===== src/verilog/lut_ram_pkg.sv =====
// Shared constants and types for the distributed lookup-table RAM
package lut_ram_pkg;

	// Geometry of one lookup table
	localparam int RAM_ADDR_W = 4;
	localparam int RAM_DEPTH = 16;

	// Contents after configuration when no initial value is given
	localparam logic [15:0] RAM_INIT_DEFAULT = 16'h0000;

	// Control state after the synchronous reset
	localparam logic WCLK_PREV_RESET = 1'b1;
	localparam logic FLAG_RESET = 1'b0;

	// System clock period and the longest write clock high phase after an edge
	localparam int CLK_PERIOD_NS = 10;
	localparam int WCLK_PULSE_MAX_NS = 1000000;
	// Longest time rounds down to whole cycles
	localparam int WCLK_PULSE_MAX_CYC = WCLK_PULSE_MAX_NS / CLK_PERIOD_NS;

	// Operating forms of the cell
	typedef enum logic [1:0] {
		MODE_DUAL_EDGE,
		MODE_LEVEL_16X2,
		MODE_LEVEL_32X1,
		MODE_IDLE
	} ram_mode_t;

endpackage


===== src/verilog/distributed_lut_ram.sv =====
// Logic cell RAM: dual-port edge-triggered and single-port level-sensitive forms
// Overview of operation
// - Dual-port form joins both tables into one 16x1 memory, one write, two reads.
// - Write and read may share a cycle, at different or identical addresses.
// - Dual-port writes are edge-triggered only; no level-sensitive write there.
// - Shared address reads and writes the first table; single-port output shows it.
// - Second table written at shared address, read at second read address.
// - Each dual-port write stores the data bit into both tables; strobe and clock gate it.
// - Level form writes while strobe is high, like a latch; later data overwrites.
// - Level form arranges as 16x2 or 32x1, with own data pins and outputs.
// - Contents load only at configuration from initial values, zero by default.
// - Chip-wide reset leaves the contents unchanged.
`timescale 1ns/1ps
`default_nettype none

module distributed_lut_ram
	import lut_ram_pkg::*;
#(
	parameter logic [RAM_DEPTH-1:0] INIT_F = RAM_INIT_DEFAULT,
	parameter logic [RAM_DEPTH-1:0] INIT_G = RAM_INIT_DEFAULT,
	parameter int WCLK_HIGH_MAX_CYC = WCLK_PULSE_MAX_CYC
) (
	input wire logic i_clk_sys,
	input wire logic i_rst_n,
	input wire logic i_config_load,
	input wire ram_mode_t i_mode,
	input wire logic [RAM_ADDR_W:0] i_addr,
	input wire logic [RAM_ADDR_W-1:0] i_second_read_address,
	input wire logic i_data_in_pin_a,
	input wire logic i_data_in_pin_b,
	input wire logic i_we,
	input wire logic i_wclk,
	output logic o_single_port_read_out,
	output logic o_dual_port_read_out,
	output logic o_write_ack,
	output logic o_wclk_overlong,
	output logic o_level_addr_hazard
);

	localparam int CNT_W = $clog2(WCLK_HIGH_MAX_CYC + 1);
	localparam logic [CNT_W-1:0] HOLD_MAX = CNT_W'(WCLK_HIGH_MAX_CYC);
	localparam logic [CNT_W-1:0] HOLD_RESET = '0;

	typedef struct packed {
		logic [RAM_DEPTH-1:0] lut_f;
		logic [RAM_DEPTH-1:0] lut_g;
		logic wclk_prev;
		logic [CNT_W-1:0] hold_cnt;
		logic overlong;
		logic we_prev;
		logic [RAM_ADDR_W:0] addr_prev;
		logic hazard;
		logic write_ack;
	} state_t;

	// Contents come up as after configuration; reset never reaches them
	state_t st_q = '{lut_f: INIT_F, lut_g: INIT_G, wclk_prev: WCLK_PREV_RESET, hold_cnt: HOLD_RESET,
		overlong: FLAG_RESET, we_prev: FLAG_RESET, addr_prev: '0, hazard: FLAG_RESET, write_ack: FLAG_RESET};
	state_t st_d;

	logic [RAM_ADDR_W-1:0] addr_lo;
	logic addr_hi;
	logic wclk_rise;
	logic mode_dual;

	assign addr_lo = i_addr[RAM_ADDR_W-1:0];
	assign addr_hi = i_addr[RAM_ADDR_W];
	assign mode_dual = (i_mode == MODE_DUAL_EDGE);
	// Active edge of the write clock, seen as a rise between two samples
	assign wclk_rise = i_wclk & ~st_q.wclk_prev;

	always_comb begin
		st_d = st_q;
		st_d.write_ack = 1'b0;
		st_d.wclk_prev = i_wclk;
		st_d.we_prev = i_we;
		st_d.addr_prev = i_addr;
		if (!i_rst_n) begin
			// Only control state is reset; both tables keep their bits
			st_d.wclk_prev = WCLK_PREV_RESET;
			st_d.hold_cnt = HOLD_RESET;
			st_d.overlong = FLAG_RESET;
			st_d.we_prev = FLAG_RESET;
			st_d.addr_prev = '0;
			st_d.hazard = FLAG_RESET;
			st_d.write_ack = FLAG_RESET;
		end else if (i_config_load) begin
			// Configuration is the only path that restores initial contents
			st_d.lut_f = INIT_F;
			st_d.lut_g = INIT_G;
		end else begin
			case (i_mode)
				MODE_DUAL_EDGE: begin
					// Writes only on the rising write clock with strobe high
					if (wclk_rise && i_we) begin
						// One data bit lands in both copies at the shared address
						st_d.lut_f[addr_lo] = i_data_in_pin_a;
						st_d.lut_g[addr_lo] = i_data_in_pin_a;
						st_d.write_ack = 1'b1;
					end
				end
				MODE_LEVEL_16X2: begin
					// Transparent while strobe is high; last sample before the fall wins
					if (i_we) begin
						st_d.lut_f[addr_lo] = i_data_in_pin_a;
						st_d.lut_g[addr_lo] = i_data_in_pin_b;
						st_d.write_ack = 1'b1;
					end
				end
				MODE_LEVEL_32X1: begin
					// Top address bit picks the table, so 32 entries of one bit
					if (i_we) begin
						if (addr_hi) begin
							st_d.lut_g[addr_lo] = i_data_in_pin_a;
						end else begin
							st_d.lut_f[addr_lo] = i_data_in_pin_a;
						end
						st_d.write_ack = 1'b1;
					end
				end
				default: begin
				end
			endcase
			// A stopped write clock after an edge can draw excess current; flag it sticky
			if (mode_dual && i_wclk) begin
				if (st_q.hold_cnt != HOLD_MAX) begin
					st_d.hold_cnt = st_q.hold_cnt + 1'b1;
				end else begin
					st_d.overlong = 1'b1;
				end
			end else begin
				st_d.hold_cnt = HOLD_RESET;
			end
			// An address moving under a level strobe writes spurious data; flag it sticky
			if (!mode_dual && i_we && st_q.we_prev && (i_addr != st_q.addr_prev)) begin
				st_d.hazard = 1'b1;
			end
		end
	end

	always_ff @(posedge i_clk_sys) begin
		st_q <= st_d;
	end

	// Reads are pure lookups so a same-cycle write shows on the next cycle
	always_comb begin
		if (i_mode == MODE_LEVEL_32X1) begin
			o_single_port_read_out = addr_hi ? st_q.lut_g[addr_lo] : st_q.lut_f[addr_lo];
		end else begin
			o_single_port_read_out = st_q.lut_f[addr_lo];
		end
		o_dual_port_read_out = st_q.lut_g[i_second_read_address];
	end

	assign o_write_ack = st_q.write_ack;
	assign o_wclk_overlong = st_q.overlong;
	assign o_level_addr_hazard = st_q.hazard;

	// Checks on the design's own behaviour
	logic wr_dual;
	assign wr_dual = i_rst_n && !i_config_load && mode_dual && wclk_rise && i_we;

	dual_write_both_a: assert property (@(posedge i_clk_sys) disable iff (!i_rst_n)
		wr_dual |=> (st_q.lut_f[$past(addr_lo)] == $past(i_data_in_pin_a))
			&& (st_q.lut_g[$past(addr_lo)] == $past(i_data_in_pin_a)) && o_write_ack)
		else $error("dual-port write did not reach both tables");

	copies_stay_equal_a: assert property (@(posedge i_clk_sys) disable iff (!i_rst_n)
		(mode_dual && !i_config_load && st_q.lut_f == st_q.lut_g) |=> st_q.lut_f == st_q.lut_g)
		else $error("dual-port copies diverged");

	no_write_off_edge_a: assert property (@(posedge i_clk_sys) disable iff (!i_rst_n)
		(mode_dual && !i_config_load && !(wclk_rise && i_we)) |=> $stable(st_q.lut_f) && $stable(st_q.lut_g)
			&& !o_write_ack)
		else $error("dual-port contents changed without a write clock edge");

	spo_after_write_a: assert property (@(posedge i_clk_sys) disable iff (!i_rst_n)
		wr_dual ##1 (mode_dual && $stable(addr_lo)) |-> o_single_port_read_out == $past(i_data_in_pin_a))
		else $error("single-port output missed the written bit");

	dpo_same_addr_a: assert property (@(posedge i_clk_sys) disable iff (!i_rst_n)
		wr_dual ##1 (i_second_read_address == $past(addr_lo)) |-> o_dual_port_read_out == $past(i_data_in_pin_a))
		else $error("dual-port output missed the written bit");

	level_16x2_a: assert property (@(posedge i_clk_sys) disable iff (!i_rst_n)
		(i_mode == MODE_LEVEL_16X2 && i_we && !i_config_load) |=> (st_q.lut_f[$past(addr_lo)] == $past(i_data_in_pin_a))
			&& (st_q.lut_g[$past(addr_lo)] == $past(i_data_in_pin_b)))
		else $error("level write of 16x2 failed");

	level_32x1_a: assert property (@(posedge i_clk_sys) disable iff (!i_rst_n)
		(i_mode == MODE_LEVEL_32X1 && i_we && !i_config_load && addr_hi) |=>
			(st_q.lut_g[$past(addr_lo)] == $past(i_data_in_pin_a)) && $stable(st_q.lut_f))
		else $error("level write of 32x1 upper half failed");

	config_load_a: assert property (@(posedge i_clk_sys) disable iff (!i_rst_n)
		i_config_load |=> st_q.lut_f == INIT_F && st_q.lut_g == INIT_G)
		else $error("configuration did not restore initial contents");

	reset_keeps_a: assert property (@(posedge i_clk_sys) disable iff (1'b0)
		(!i_rst_n && !i_config_load) |=> $stable(st_q.lut_f) && $stable(st_q.lut_g))
		else $error("reset disturbed the contents");

	ack_strobe_a: assert property (@(posedge i_clk_sys) disable iff (!i_rst_n)
		(mode_dual && wclk_rise && !i_we) |=> !o_write_ack)
		else $error("write taken without strobe");

	// A write clock that stays high must not be taken as a fresh edge
	wclk_held_a: assert property (@(posedge i_clk_sys) disable iff (!i_rst_n)
		(mode_dual && !i_config_load && i_wclk && st_q.wclk_prev) |=> !o_write_ack)
		else $error("held write clock wrote again");

	// A write clock already high at reset release is not an edge
	release_no_edge_a: assert property (@(posedge i_clk_sys) disable iff (!i_rst_n)
		(!$past(i_rst_n) && mode_dual && i_wclk) |=> !o_write_ack)
		else $error("write taken on the edge after reset release");

	level_ack_a: assert property (@(posedge i_clk_sys) disable iff (!i_rst_n)
		((i_mode == MODE_LEVEL_16X2 || i_mode == MODE_LEVEL_32X1) && i_we && !i_config_load) |=> o_write_ack)
		else $error("level write not acknowledged");

	level_no_we_a: assert property (@(posedge i_clk_sys) disable iff (!i_rst_n)
		((i_mode == MODE_LEVEL_16X2 || i_mode == MODE_LEVEL_32X1) && !i_we && !i_config_load) |=>
			$stable(st_q.lut_f) && $stable(st_q.lut_g) && !o_write_ack)
		else $error("level contents changed without strobe");

	level_32x1_low_a: assert property (@(posedge i_clk_sys) disable iff (!i_rst_n)
		(i_mode == MODE_LEVEL_32X1 && i_we && !i_config_load && !addr_hi) |=>
			(st_q.lut_f[$past(addr_lo)] == $past(i_data_in_pin_a)) && $stable(st_q.lut_g))
		else $error("level write of 32x1 lower half failed");

	spo_32x1_read_a: assert property (@(posedge i_clk_sys) disable iff (!i_rst_n)
		(i_mode == MODE_LEVEL_32X1 && i_we && !i_config_load) ##1 (i_mode == MODE_LEVEL_32X1 && $stable(i_addr))
			|-> o_single_port_read_out == $past(i_data_in_pin_a))
		else $error("32x1 read missed the written bit");

	dpo_16x2_read_a: assert property (@(posedge i_clk_sys) disable iff (!i_rst_n)
		(i_mode == MODE_LEVEL_16X2 && i_we && !i_config_load) ##1 (i_second_read_address == $past(addr_lo))
			|-> o_dual_port_read_out == $past(i_data_in_pin_b))
		else $error("16x2 second bit missed on dual-port output");

	idle_no_write_a: assert property (@(posedge i_clk_sys) disable iff (!i_rst_n)
		(i_mode == MODE_IDLE && !i_config_load) |=> $stable(st_q.lut_f) && $stable(st_q.lut_g) && !o_write_ack)
		else $error("idle form changed the contents");

	// Configuration outranks any write presented with it
	config_first_a: assert property (@(posedge i_clk_sys) disable iff (!i_rst_n)
		(i_config_load && i_we) |=> !o_write_ack)
		else $error("write taken during configuration");

	reset_flags_a: assert property (@(posedge i_clk_sys) disable iff (1'b0)
		!i_rst_n |=> !o_write_ack && !o_wclk_overlong && !o_level_addr_hazard)
		else $error("reset left a flag standing");

	// Bounded counter: a wrap would hide a stopped write clock
	hold_bound_a: assert property (@(posedge i_clk_sys) disable iff (!i_rst_n)
		st_q.hold_cnt <= HOLD_MAX)
		else $error("write clock counter ran past its limit");

	overlong_set_a: assert property (@(posedge i_clk_sys) disable iff (!i_rst_n)
		(mode_dual && i_wclk && !i_config_load && st_q.hold_cnt == HOLD_MAX) |=> o_wclk_overlong)
		else $error("stopped write clock not flagged");

	overlong_sticky_a: assert property (@(posedge i_clk_sys) disable iff (!i_rst_n)
		o_wclk_overlong |=> o_wclk_overlong)
		else $error("overlong flag dropped without reset");

	hazard_set_a: assert property (@(posedge i_clk_sys) disable iff (!i_rst_n)
		($past(i_rst_n) && !mode_dual && !i_config_load && i_we && $past(i_we) && i_addr != $past(i_addr))
			|=> o_level_addr_hazard)
		else $error("address moved under strobe without a flag");

	hazard_sticky_a: assert property (@(posedge i_clk_sys) disable iff (!i_rst_n)
		o_level_addr_hazard |=> o_level_addr_hazard)
		else $error("hazard flag dropped without reset");

	no_false_hazard_a: assert property (@(posedge i_clk_sys) disable iff (!i_rst_n)
		(!o_level_addr_hazard && (mode_dual || !i_we)) |=> !o_level_addr_hazard)
		else $error("hazard flag set without a held strobe");

	same_addr_rw_c: cover property (@(posedge i_clk_sys) disable iff (!i_rst_n)
		wr_dual && (i_second_read_address == addr_lo));
	level_write_c: cover property (@(posedge i_clk_sys) disable iff (!i_rst_n)
		i_mode == MODE_LEVEL_16X2 && i_we [*3]);
	upper_half_c: cover property (@(posedge i_clk_sys) disable iff (!i_rst_n)
		i_mode == MODE_LEVEL_32X1 && i_we && addr_hi);
	config_c: cover property (@(posedge i_clk_sys) disable iff (!i_rst_n)
		i_config_load ##1 wr_dual);
	hazard_c: cover property (@(posedge i_clk_sys) disable iff (!i_rst_n)
		!o_level_addr_hazard ##1 o_level_addr_hazard);

endmodule

`default_nettype wire


===== config.mk =====
export PLATFORM = sky130hd
export DESIGN_NAME = distributed_lut_ram
export DESIGN_NICKNAME = d
export VERILOG_FILES = /design/src/verilog/lut_ram_pkg.sv /design/src/verilog/distributed_lut_ram.sv
export SDC_FILE = /design/constraint.sdc
export NUM_CORES = 1
export LEC_CHECK = 0
export BUFFER_PORTS_ARGS = -buffer_cell sky130_fd_sc_hd__buf_4
export CELL_PAD_IN_SITES_DETAIL_PLACEMENT = 1
export CELL_PAD_IN_SITES_GLOBAL_PLACEMENT = 1
export CORE_MARGIN = 2
export CORE_UTILIZATION = 45
export DETAILED_ROUTE_END_ITERATION = 7
export PLACE_DENSITY_LB_ADDON = 0.1
export SLEW_MARGIN = 20
export SYNTH_ARGS = -nofsm -noshare
export SYNTH_HDL_FRONTEND = slang
export SYNTH_SLANG_ARGS = --single-unit

===== constraint.sdc =====
create_clock -name i_clk_sys -period 3.9 [get_ports i_clk_sys]
set_clock_uncertainty 0.15 [all_clocks]
set_input_delay 0.78 -clock i_clk_sys [delete_from_list [all_inputs] [get_ports i_clk_sys]]
set_output_delay 0.78 -clock i_clk_sys [all_outputs]
set_load 0.01 [all_outputs]

### Yosys cells after proc, flatten, opt, wreduce, memory -nomap -nowiden

Index checks and enable logic that the tools add are counted.

* register bits: 59
* input port bits: 18
* output and inout bits: 5
* word-level logic and storage cells: 68

* add/subtract/negate cells: 1
* magnitude comparators: 3
* eq/ne operators: 10
* mux-type cells: 24
* bitwise operators: 5
* reductions and logical operators: 16

Operator list (count)
* two-way mux 32 bit: 3
* one-hot mux 32 bit (3 select lines): 1
* bitwise mux 16 bit: 3
* two-way mux 17 bit: 2
* two-way mux 16 bit: 2
* adder 17 x 1 -> 17 bit (second input constant): 1
* != test 17 bit (second input constant): 1
* binary-select mux 1 bit (select 4 bit): 3
* != test 3 bit (second input constant): 4
* AND reduction 6 bit: 2
* < comparator 4 x 5 -> 1 bit (second input constant): 2
* two-way mux 1 bit: 8
* logical AND 1 bit: 6
* != test 5 bit: 1
* demux 1 bit (select 4 bit): 1
* >= comparator 4 x 1 -> 1 bit (second input constant): 1
* inverter 1 bit: 4
* AND reduction 2 bit: 2
* nonzero test 4 bit: 1
* OR reduction 2 bit: 2
* != test 3 x 2 -> 1 bit (second input constant): 1
* AND reduction 3 bit: 1
* == test 2 x 1 -> 1 bit (second input constant): 1
* == test 2 bit (second input constant): 1
* 5 further kinds: 5

### Depth between registers and ports, before layout

Gate-level depths: netlist of the first run.

* depth after elaboration: 8
* mapped depth: 7
* mapped depth without buffers: 6

### Least setup slack after synthesis of the first run

Ideal clock, no wire load.

* path type: in2reg
* start: input i_mode[0]
* end: register st_q[43] in the netlist's numbering, enable pin
* setup time: 399 ps
* arrival time: 2448 ps
* data required time: 3351 ps
* path slack: 903 ps
* stages: 6
* path buffers: 0
* cells stage by stage: inv_1 -> ha_1 -> o21ba_2 -> a211oi_1 -> o21ai_0 -> a31oi_1

* word-level cells in the longest chain between the ends: 3
* elaborated cells on any way between the ends: 9
* those cells by class: eq/ne: 6; reduce/logical: 3

Ends and longest elaborated chain
* start: declaration: RTL line distributed_lut_ram.sv:26 `input wire ram_mode_t i_mode,`
* == test 2 x 1 -> 1 bit, or another cell as far along: RTL line distributed_lut_ram.sv:92 `case (i_mode)`
* != test 3 bit (no source line), or another cell as far along
* AND reduction 6 bit (no source line) (*)
* end signal: assignment: RTL line distributed_lut_ram.sv:142 `st_q <= st_d;`
* end: declaration: RTL line distributed_lut_ram.sv:57 `state_t st_q = '{lut_f: INIT_F, lut_g: INIT_G, wclk_prev: WCLK_PREV_RESET, hold_cnt: HOLD_RESET,`

Every way passes the cells marked *; elsewhere a longest branch is shown, timed or not.
A chain may end at the register's enable or synchronous reset.

### Worst setup path in the final report of the first run

* start: input i_addr[1]
* end: output o_single_port_read_out

* word-level cells in the longest chain between the ends: 4
* elaborated cells on any way between the ends: 6
* those cells by class: mux: 6

Ends and longest elaborated chain
* start: declaration: RTL line distributed_lut_ram.sv:27 `input wire logic [RAM_ADDR_W:0] i_addr,`
* binary-select mux 1 bit (select 4 bit), on equally long branches: RTL line distributed_lut_ram.sv:148, distributed_lut_ram.sv:150
* two-way mux 1 bit, on equally long branches: RTL line distributed_lut_ram.sv:148, distributed_lut_ram.sv:150
* two-way mux 1 bit: RTL line distributed_lut_ram.sv:148 `o_single_port_read_out = addr_hi ? st_q.lut_g[addr_lo] : st_q.lut_f[addr_lo];`
* two-way mux 1 bit (*): RTL line distributed_lut_ram.sv:147 `if (i_mode == MODE_LEVEL_32X1) begin`
* end: declaration: RTL line distributed_lut_ram.sv:33 `output logic o_single_port_read_out,`

Every way passes the cells marked *; elsewhere a longest branch is shown, timed or not. The select of a mux whose other input is x is not followed.

==> impl_metrics.env, run 1 <==
export IMPL_outcome="completed"
export IMPL_crit_slowest_cell="mux4_2"
export IMPL_holdWs_ns=0.3226
export IMPL_utilization=0.5175
export IMPL_areaGrowthSynthToFinish_pct=11.43
export IMPL_final_cell_count_no_fill=440
export IMPL_dr_wl_met3_um=200
export IMPL_synthCells=320
export IMPL_h_tree_depth=3
export IMPL_route_vias_total=2504
export IMPL_path_clk_slew_ns=0.07
export IMPL_holdPathStages=1
export IMPL_cp_cell_sequence="buf_4 -> mux4_2 -> nor2b_4 -> a2111oi_2 -> and4b_1 -> buf_4"
export IMPL_initial_utilization=0.4644
export IMPL_cts_tree="yes"
export IMPL_io_pins=23
export IMPL_synth_cell_types=46
export IMPL_cts_buffer_depth=2
export IMPL_finalCritPeriodShare=0.8481
export IMPL_drc=0
export IMPL_dp_hpwl_um=5491
export IMPL_power_mw=1.372
export IMPL_wirelength_met1_um=3782
export IMPL_netlist_area_um2=3351
export IMPL_maxSlewViolCount=0
export IMPL_grt_ovfl_total=0
export IMPL_drive_gt1_frac=0.1554
export IMPL_hold_viol=0
export IMPL_first_iter_violations=105
export IMPL_cp_slowest_stage_delay_ns=0.52
export IMPL_antenna_found_initial=0
export IMPL_dr_max_layer_used="met4"
export IMPL_cp_max_fo=18
export IMPL_crit_family="multiplexers"
export IMPL_rsz0062_at_grt="false"
export IMPL_grt_pass1_wl_um=13050
export IMPL_fp_coreArea_um2=7214
export IMPL_root_buffer="clkbuf_8"
export IMPL_drt_wl_total_um=7754
export IMPL_fin_area_um2=3734
export IMPL_setup_slack_ns=0.5925
export IMPL_nFillCells=831
export IMPL_worstPathArrival_ns=2.38
export IMPL_clock_sinks=59
export IMPL_synth_warnings=0
export IMPL_dpl_instance_area_um2=3572
export IMPL_powerDensity_nw_per_um2=367.3
export IMPL_final_cell_mix="44 x nor2_1, 32 x edfxtp_1, 30 x mux2i_1, 27 x dfxtp_1, 24 x buf_4"
export IMPL_path_depth=6
export IMPL_syn_area_per_cell_um2=10.47
export IMPL_max_clock_freq_mhz=302.3
export IMPL_die_area_um2=8152
export IMPL_clk_latency_ns=0.34
export IMPL_min_period_ns=3.307
export IMPL_setup_tns_ns=0
export IMPL_row_count=31
export IMPL_viasPerCell=5.691
export IMPL_ctsHoldBuffers=0
export IMPL_crit_path_end_kind="output pin"
export IMPL_grt_total_usage=0.2019
export IMPL_setup_viol=0
export IMPL_fp_dieH_um=90.29
export IMPL_numPortBuffers=22
export IMPL_drv_cap=0
export IMPL_grt_max_degree=44
export IMPL_grt_pass1_vias=2484
export IMPL_post_cts_resized=0
export IMPL_synth_seq_cells=59
export IMPL_first_pass_iters=4
export IMPL_drtAntennaViolNets=0
export IMPL_leakage_nw=1.365
export IMPL_num_antenna_cells=0
export IMPL_ys_seq_area_frac=0.4481
export IMPL_die_x_um=90.29
export IMPL_ir_drop_v=0.0002765
export IMPL_reg2regPathDepth=5
export IMPL_routedWlPerCell_um=17.62
export IMPL_cts_made_buffers=9
export IMPL_final_nets=361
export IMPL_syn_nets=345
export IMPL_wl_met2_um=3673
export IMPL_worst_slew_pin_slew_ns=0.5842
export IMPL_path_buf_inv=2
export IMPL_cp_required_ns=2.97
export IMPL_placed_cells=424
export IMPL_globalplace_congestion=0.7597
export IMPL_post_place_ws_ns=0.5889
export IMPL_path_common_cell="buf_4"
export IMPL_relSlewSlack=0.6069
export IMPL_start_kind="input port"
export IMPL_mostFrequentLayoutCell="nor2_1"
export IMPL_cts_setup_buffers=0
export IMPL_crit_type="input port to output pin"
export IMPL_holdCritPathClass="flop to flop"
cells by family after synthesis:
kind of cell	synth area share
buffers and inverters	0.03361
adders and majority gates	0.02614
DFF	0.4481
xor gates and xnor gates	0.03137
muxes	0.1860
and+or+nand+nor	0.2170
AOI/OAI and AO/OA	0.05788
power breakdown:
part           total, mW  switching (mW)  internal (mW)
Clock              0.483           0.242          0.241
Sequential         0.711          0.0191          0.692
Combinational      0.178          0.0969         0.0810
Total               1.37           0.358           1.01
worst paths after layout:
| check | slack (ns) | startpoint | to |
|---|---|---|---|
| worst max-delay path | 0.59 | i_addr[1] | o_single_port_read_out |
| worst min-delay path | 0.32 | o_level_addr_hazard$_SDFFE_PN0P_ | o_level_addr_hazard$_SDFFE_PN0P_ |
| worst max register to register | 1.83 | st_q[10]$_SDFFE_PN0P_ | st_q[23]$_SDFFE_PN0P_ |
| worst min register to register | 0.32 | o_level_addr_hazard$_SDFFE_PN0P_ | o_level_addr_hazard$_SDFFE_PN0P_ |
registers in the layout (all words and copies together) (netlist names):
register             count
o_level_addr_hazard      1
o_wclk_overlong          1
o_write_ack              1
st_q                    56
routing by layer:
metal / vias to the layer above / global-route usage
li1: 1200 / -
met4: 0 / 0.07308
met3: 5 / 0.03422
met2: 35 / 0.3177
met5: - / 0
met1: 1264 / 0.2824
worst register-to-register path, stage by stage, from the launching register on:
cell and delay (ns):
dfxtp_1 0.42, ha_1 0.23, nand3_1 0.21, or2_2 0.42, or4_1 0.42, a21oi_1 0.14
cell usage after synthesis (all sizes together):
cell type,instances,area share
a2111oi,1,0.0045
a211oi,1,0.0022
a21oi,12,0.018
a31oi,3,0.0056
and2,8,0.015
and3,2,0.0037
and4,1,0.0026
and4b,1,0.0030
buf,6,0.010
clkbuf,13,0.015
dfxtp,27,0.16
edfxtp,32,0.29
ha,7,0.026
inv,8,0.0090
mux2,1,0.0034
mux2i,30,0.090
mux4,13,0.093
nand2,18,0.020
nand2b,8,0.015
nand3,8,0.012
nand3b,3,0.0067
nand4,7,0.013
nand4b,1,0.0026
nor2,44,0.049
nor2b,4,0.0097
nor3,17,0.027
nor4,4,0.0075
nor4b,1,0.0026
o211ai,2,0.0045
o21a,1,0.0022
o21ai,7,0.010
o21ba,1,0.0030
o311ai,1,0.0026
o31ai,1,0.0022
o41ai,1,0.0026
or2,5,0.0093
or3,3,0.0056
or4,4,0.0090
or4bb,1,0.0034
xnor2,6,0.016
xor2,6,0.016
cell type report:
cell class              count  area, um2  share of cell area
repair buffers             24      180.2             0.04826
flip-flops and latches     59       1501              0.4021
clock inverters             4      16.27            0.004357
multi-input cells         234       1737              0.4651
clock buffers              12      145.1             0.03887
inverters                   8      30.03            0.008043
well taps                  99      123.9             0.03318
Note: power is estimated with default switching activity, not from simulation.
==> run 2: changes to the inputs <==
Settings changed: CORE_UTILIZATION 45 to 43.
Clock period 3.9 ns to 2.9 ns, I/O delays scaled along.
==> run 2 against run 1 <==
Setup slack got worse by 0.53 ns. Via count rose by 0.76%. Worst hold slack got worse by 0.021 ns. First-iteration DRC count rose by 7.6%. Sequential share of layout area fell by 0.84 points. Die area rose by 4.4%. Total power rose by 41%. Sequential power rose by 35%. Register-to-register slack got worse by 1.0 ns. Critical endpoint unchanged. Largest cell class unchanged.
==> impl_metrics.env, run 2 (synthesis gave the netlist of run 1 again) <==
export IMPL_dp_hpwl_um=5788
export IMPL_holdWs_ns=0.3018
export IMPL_cts_tree="yes"
export IMPL_crit_type="flop to output pin"
export IMPL_path_buf_inv=1
export IMPL_powerDensity_nw_per_um2=508.5
export IMPL_areaGrowthSynthToFinish_pct=13.82
export IMPL_top_register="st_q"
export IMPL_largest_reg_flops=56
export IMPL_drive_gt1_frac=0.1792
export IMPL_num_antenna_cells=0
export IMPL_viasPerCell=5.632
export IMPL_leakage_nw=1.408
export IMPL_hold_viol=0
export IMPL_power_mw=1.939
export IMPL_die_x_um=92.28
export IMPL_root_buffer="clkbuf_8"
export IMPL_relSlewSlack=0.6188
export IMPL_fin_area_um2=3814
export IMPL_ir_drop_v=0.0002080
export IMPL_final_cell_mix="44 x nor2_1, 32 x edfxtp_1, 30 x mux2i_1, 29 x buf_4, 27 x dfxtp_1"
export IMPL_numPortBuffers=22
export IMPL_cp_cell_sequence="mux4_1 -> a2111oi_4 -> and4b_1 -> buf_4"
export IMPL_first_pass_iters=4
export IMPL_grt_total_usage=0.2030
export IMPL_cp_max_fo=3
export IMPL_maxSlewViolCount=0
export IMPL_worstPathArrival_ns=2.11
export IMPL_holdCritPathClass="input port to flop"
export IMPL_cts_made_buffers=9
export IMPL_cts_buffer_depth=2
export IMPL_crit_family="multiplexers"
export IMPL_routedWlPerCell_um=18.38
export IMPL_antenna_found_initial=0
export IMPL_fp_dieH_um=92.28
export IMPL_fp_coreArea_um2=7647
export IMPL_grt_ovfl_total=0
export IMPL_drt_wl_total_um=8234
export IMPL_finalCritPeriodShare=0.9778
export IMPL_initial_utilization=0.4382
export IMPL_drv_cap=0
export IMPL_route_vias_total=2523
export IMPL_final_nets=366
export IMPL_clock_sinks=59
export IMPL_setup_viol=0
export IMPL_outcome="completed"
export IMPL_dpl_instance_area_um2=3606
export IMPL_h_tree_depth=3
export IMPL_min_period_ns=2.836
export IMPL_cp_slowest_stage_delay_ns=0.57
export IMPL_ctsHoldBuffers=0
export IMPL_start_kind="flop"
export IMPL_path_clk_slew_ns=0.08
export IMPL_first_iter_violations=113
export IMPL_drtAntennaViolNets=0
export IMPL_crit_path_end_kind="output pin"
export IMPL_cp_required_ns=2.17
export IMPL_globalplace_congestion=0.7918
export IMPL_clk_latency_ns=0.35
export IMPL_mostFrequentLayoutCell="nor2_1"
export IMPL_setup_tns_ns=0
export IMPL_die_area_um2=8515
export IMPL_crit_slowest_cell="mux4_1"
export IMPL_worst_slew_pin_slew_ns=0.5706
export IMPL_grt_max_degree=44
export IMPL_grt_pass1_vias=2458
export IMPL_rsz0062_at_grt="false"
export IMPL_max_clock_freq_mhz=352.7
export IMPL_io_pins=23
export IMPL_row_count=32
export IMPL_drc=0
export IMPL_grt_pass1_wl_um=13320
[run 2: cell types whose count changed in the layout (fill, tap and decap cells not counted), sizes merged]
| cell | delta |
|---|---|
| clkinv | -1 |
| buf | +5 |
| inv | +1 |
[run 2: area by class of cell]
type	count	area, um2
Sequential cell	59	1501
Clock buffer	12	166.4
Inverter	8	30.03
Fill cell	847	3834
Timing Repair Buffer	29	217.7
Tap cell	102	127.6
Clock inverter	4	21.27
Multi-Input combinational cell	234	1749
[run 2: worst paths after layout]
kind | start | end | slack (ns) | depth (start not counted)
worst max register to register | st_q[10]$_SDFFE_PN0P_ | st_q[23]$_SDFFE_PN0P_ | 0.82 | 5
worst max-delay path | st_q[36]$_SDFFCE_PP0P_ | o_single_port_read_out | 0.06 | 4
worst min register to register | o_level_addr_hazard$_SDFFE_PN0P_ | o_level_addr_hazard$_SDFFE_PN0P_ | 0.33 | 1
worst min-delay path | i_wclk | st_q[26]$_SDFF_PN1_ | 0.30 | 2
[run 2: what timing repair did]
item,4_1_cts,5_1_grt
setup endpoints to repair,0,1
gates resized for setup,0,1
setup buffers,0,1
endpoints found under the hold margin,0,0
[run 2: metal layers]
| metal | track usage | share of wire |
|---|---|---|
| met1 | 0.3017 | 0.51 |
| met2 | 0.2984 | 0.44 |
| met3 | 0.04273 | 0.032 |
| met4 | 0.05846 | 0.011 |
| met5 | 0 | 0 |
[run 2: where the power goes]
group          internal (mW)  total (mW)  switching [mW]  leakage (nW)
registers              0.930       0.961          0.0311         0.533
clock network          0.382       0.729           0.347         0.102
logic                  0.114       0.248           0.134         0.774
[run 2: worst register-to-register path, cell delays in order, from the launching register on]
cell and delay (ns):
dfxtp_1 0.43, ha_1 0.22, nand3_1 0.23, or2_2 0.42
or4_1 0.42, a21oi_1 0.15
[run 2: per-stage QoR]
stage	setup slack, ns	std cells	utilization
2_1_floorplan	0.1027	320	-
3_3_place_gp	0.09037	431	0.4715
3_5_place_dp	0.05629	431	0.4715
4_1_cts	0.005795	447	0.4961
5_1_grt	0.01787	448	0.4987
6_report	0.06434	448	0.4987
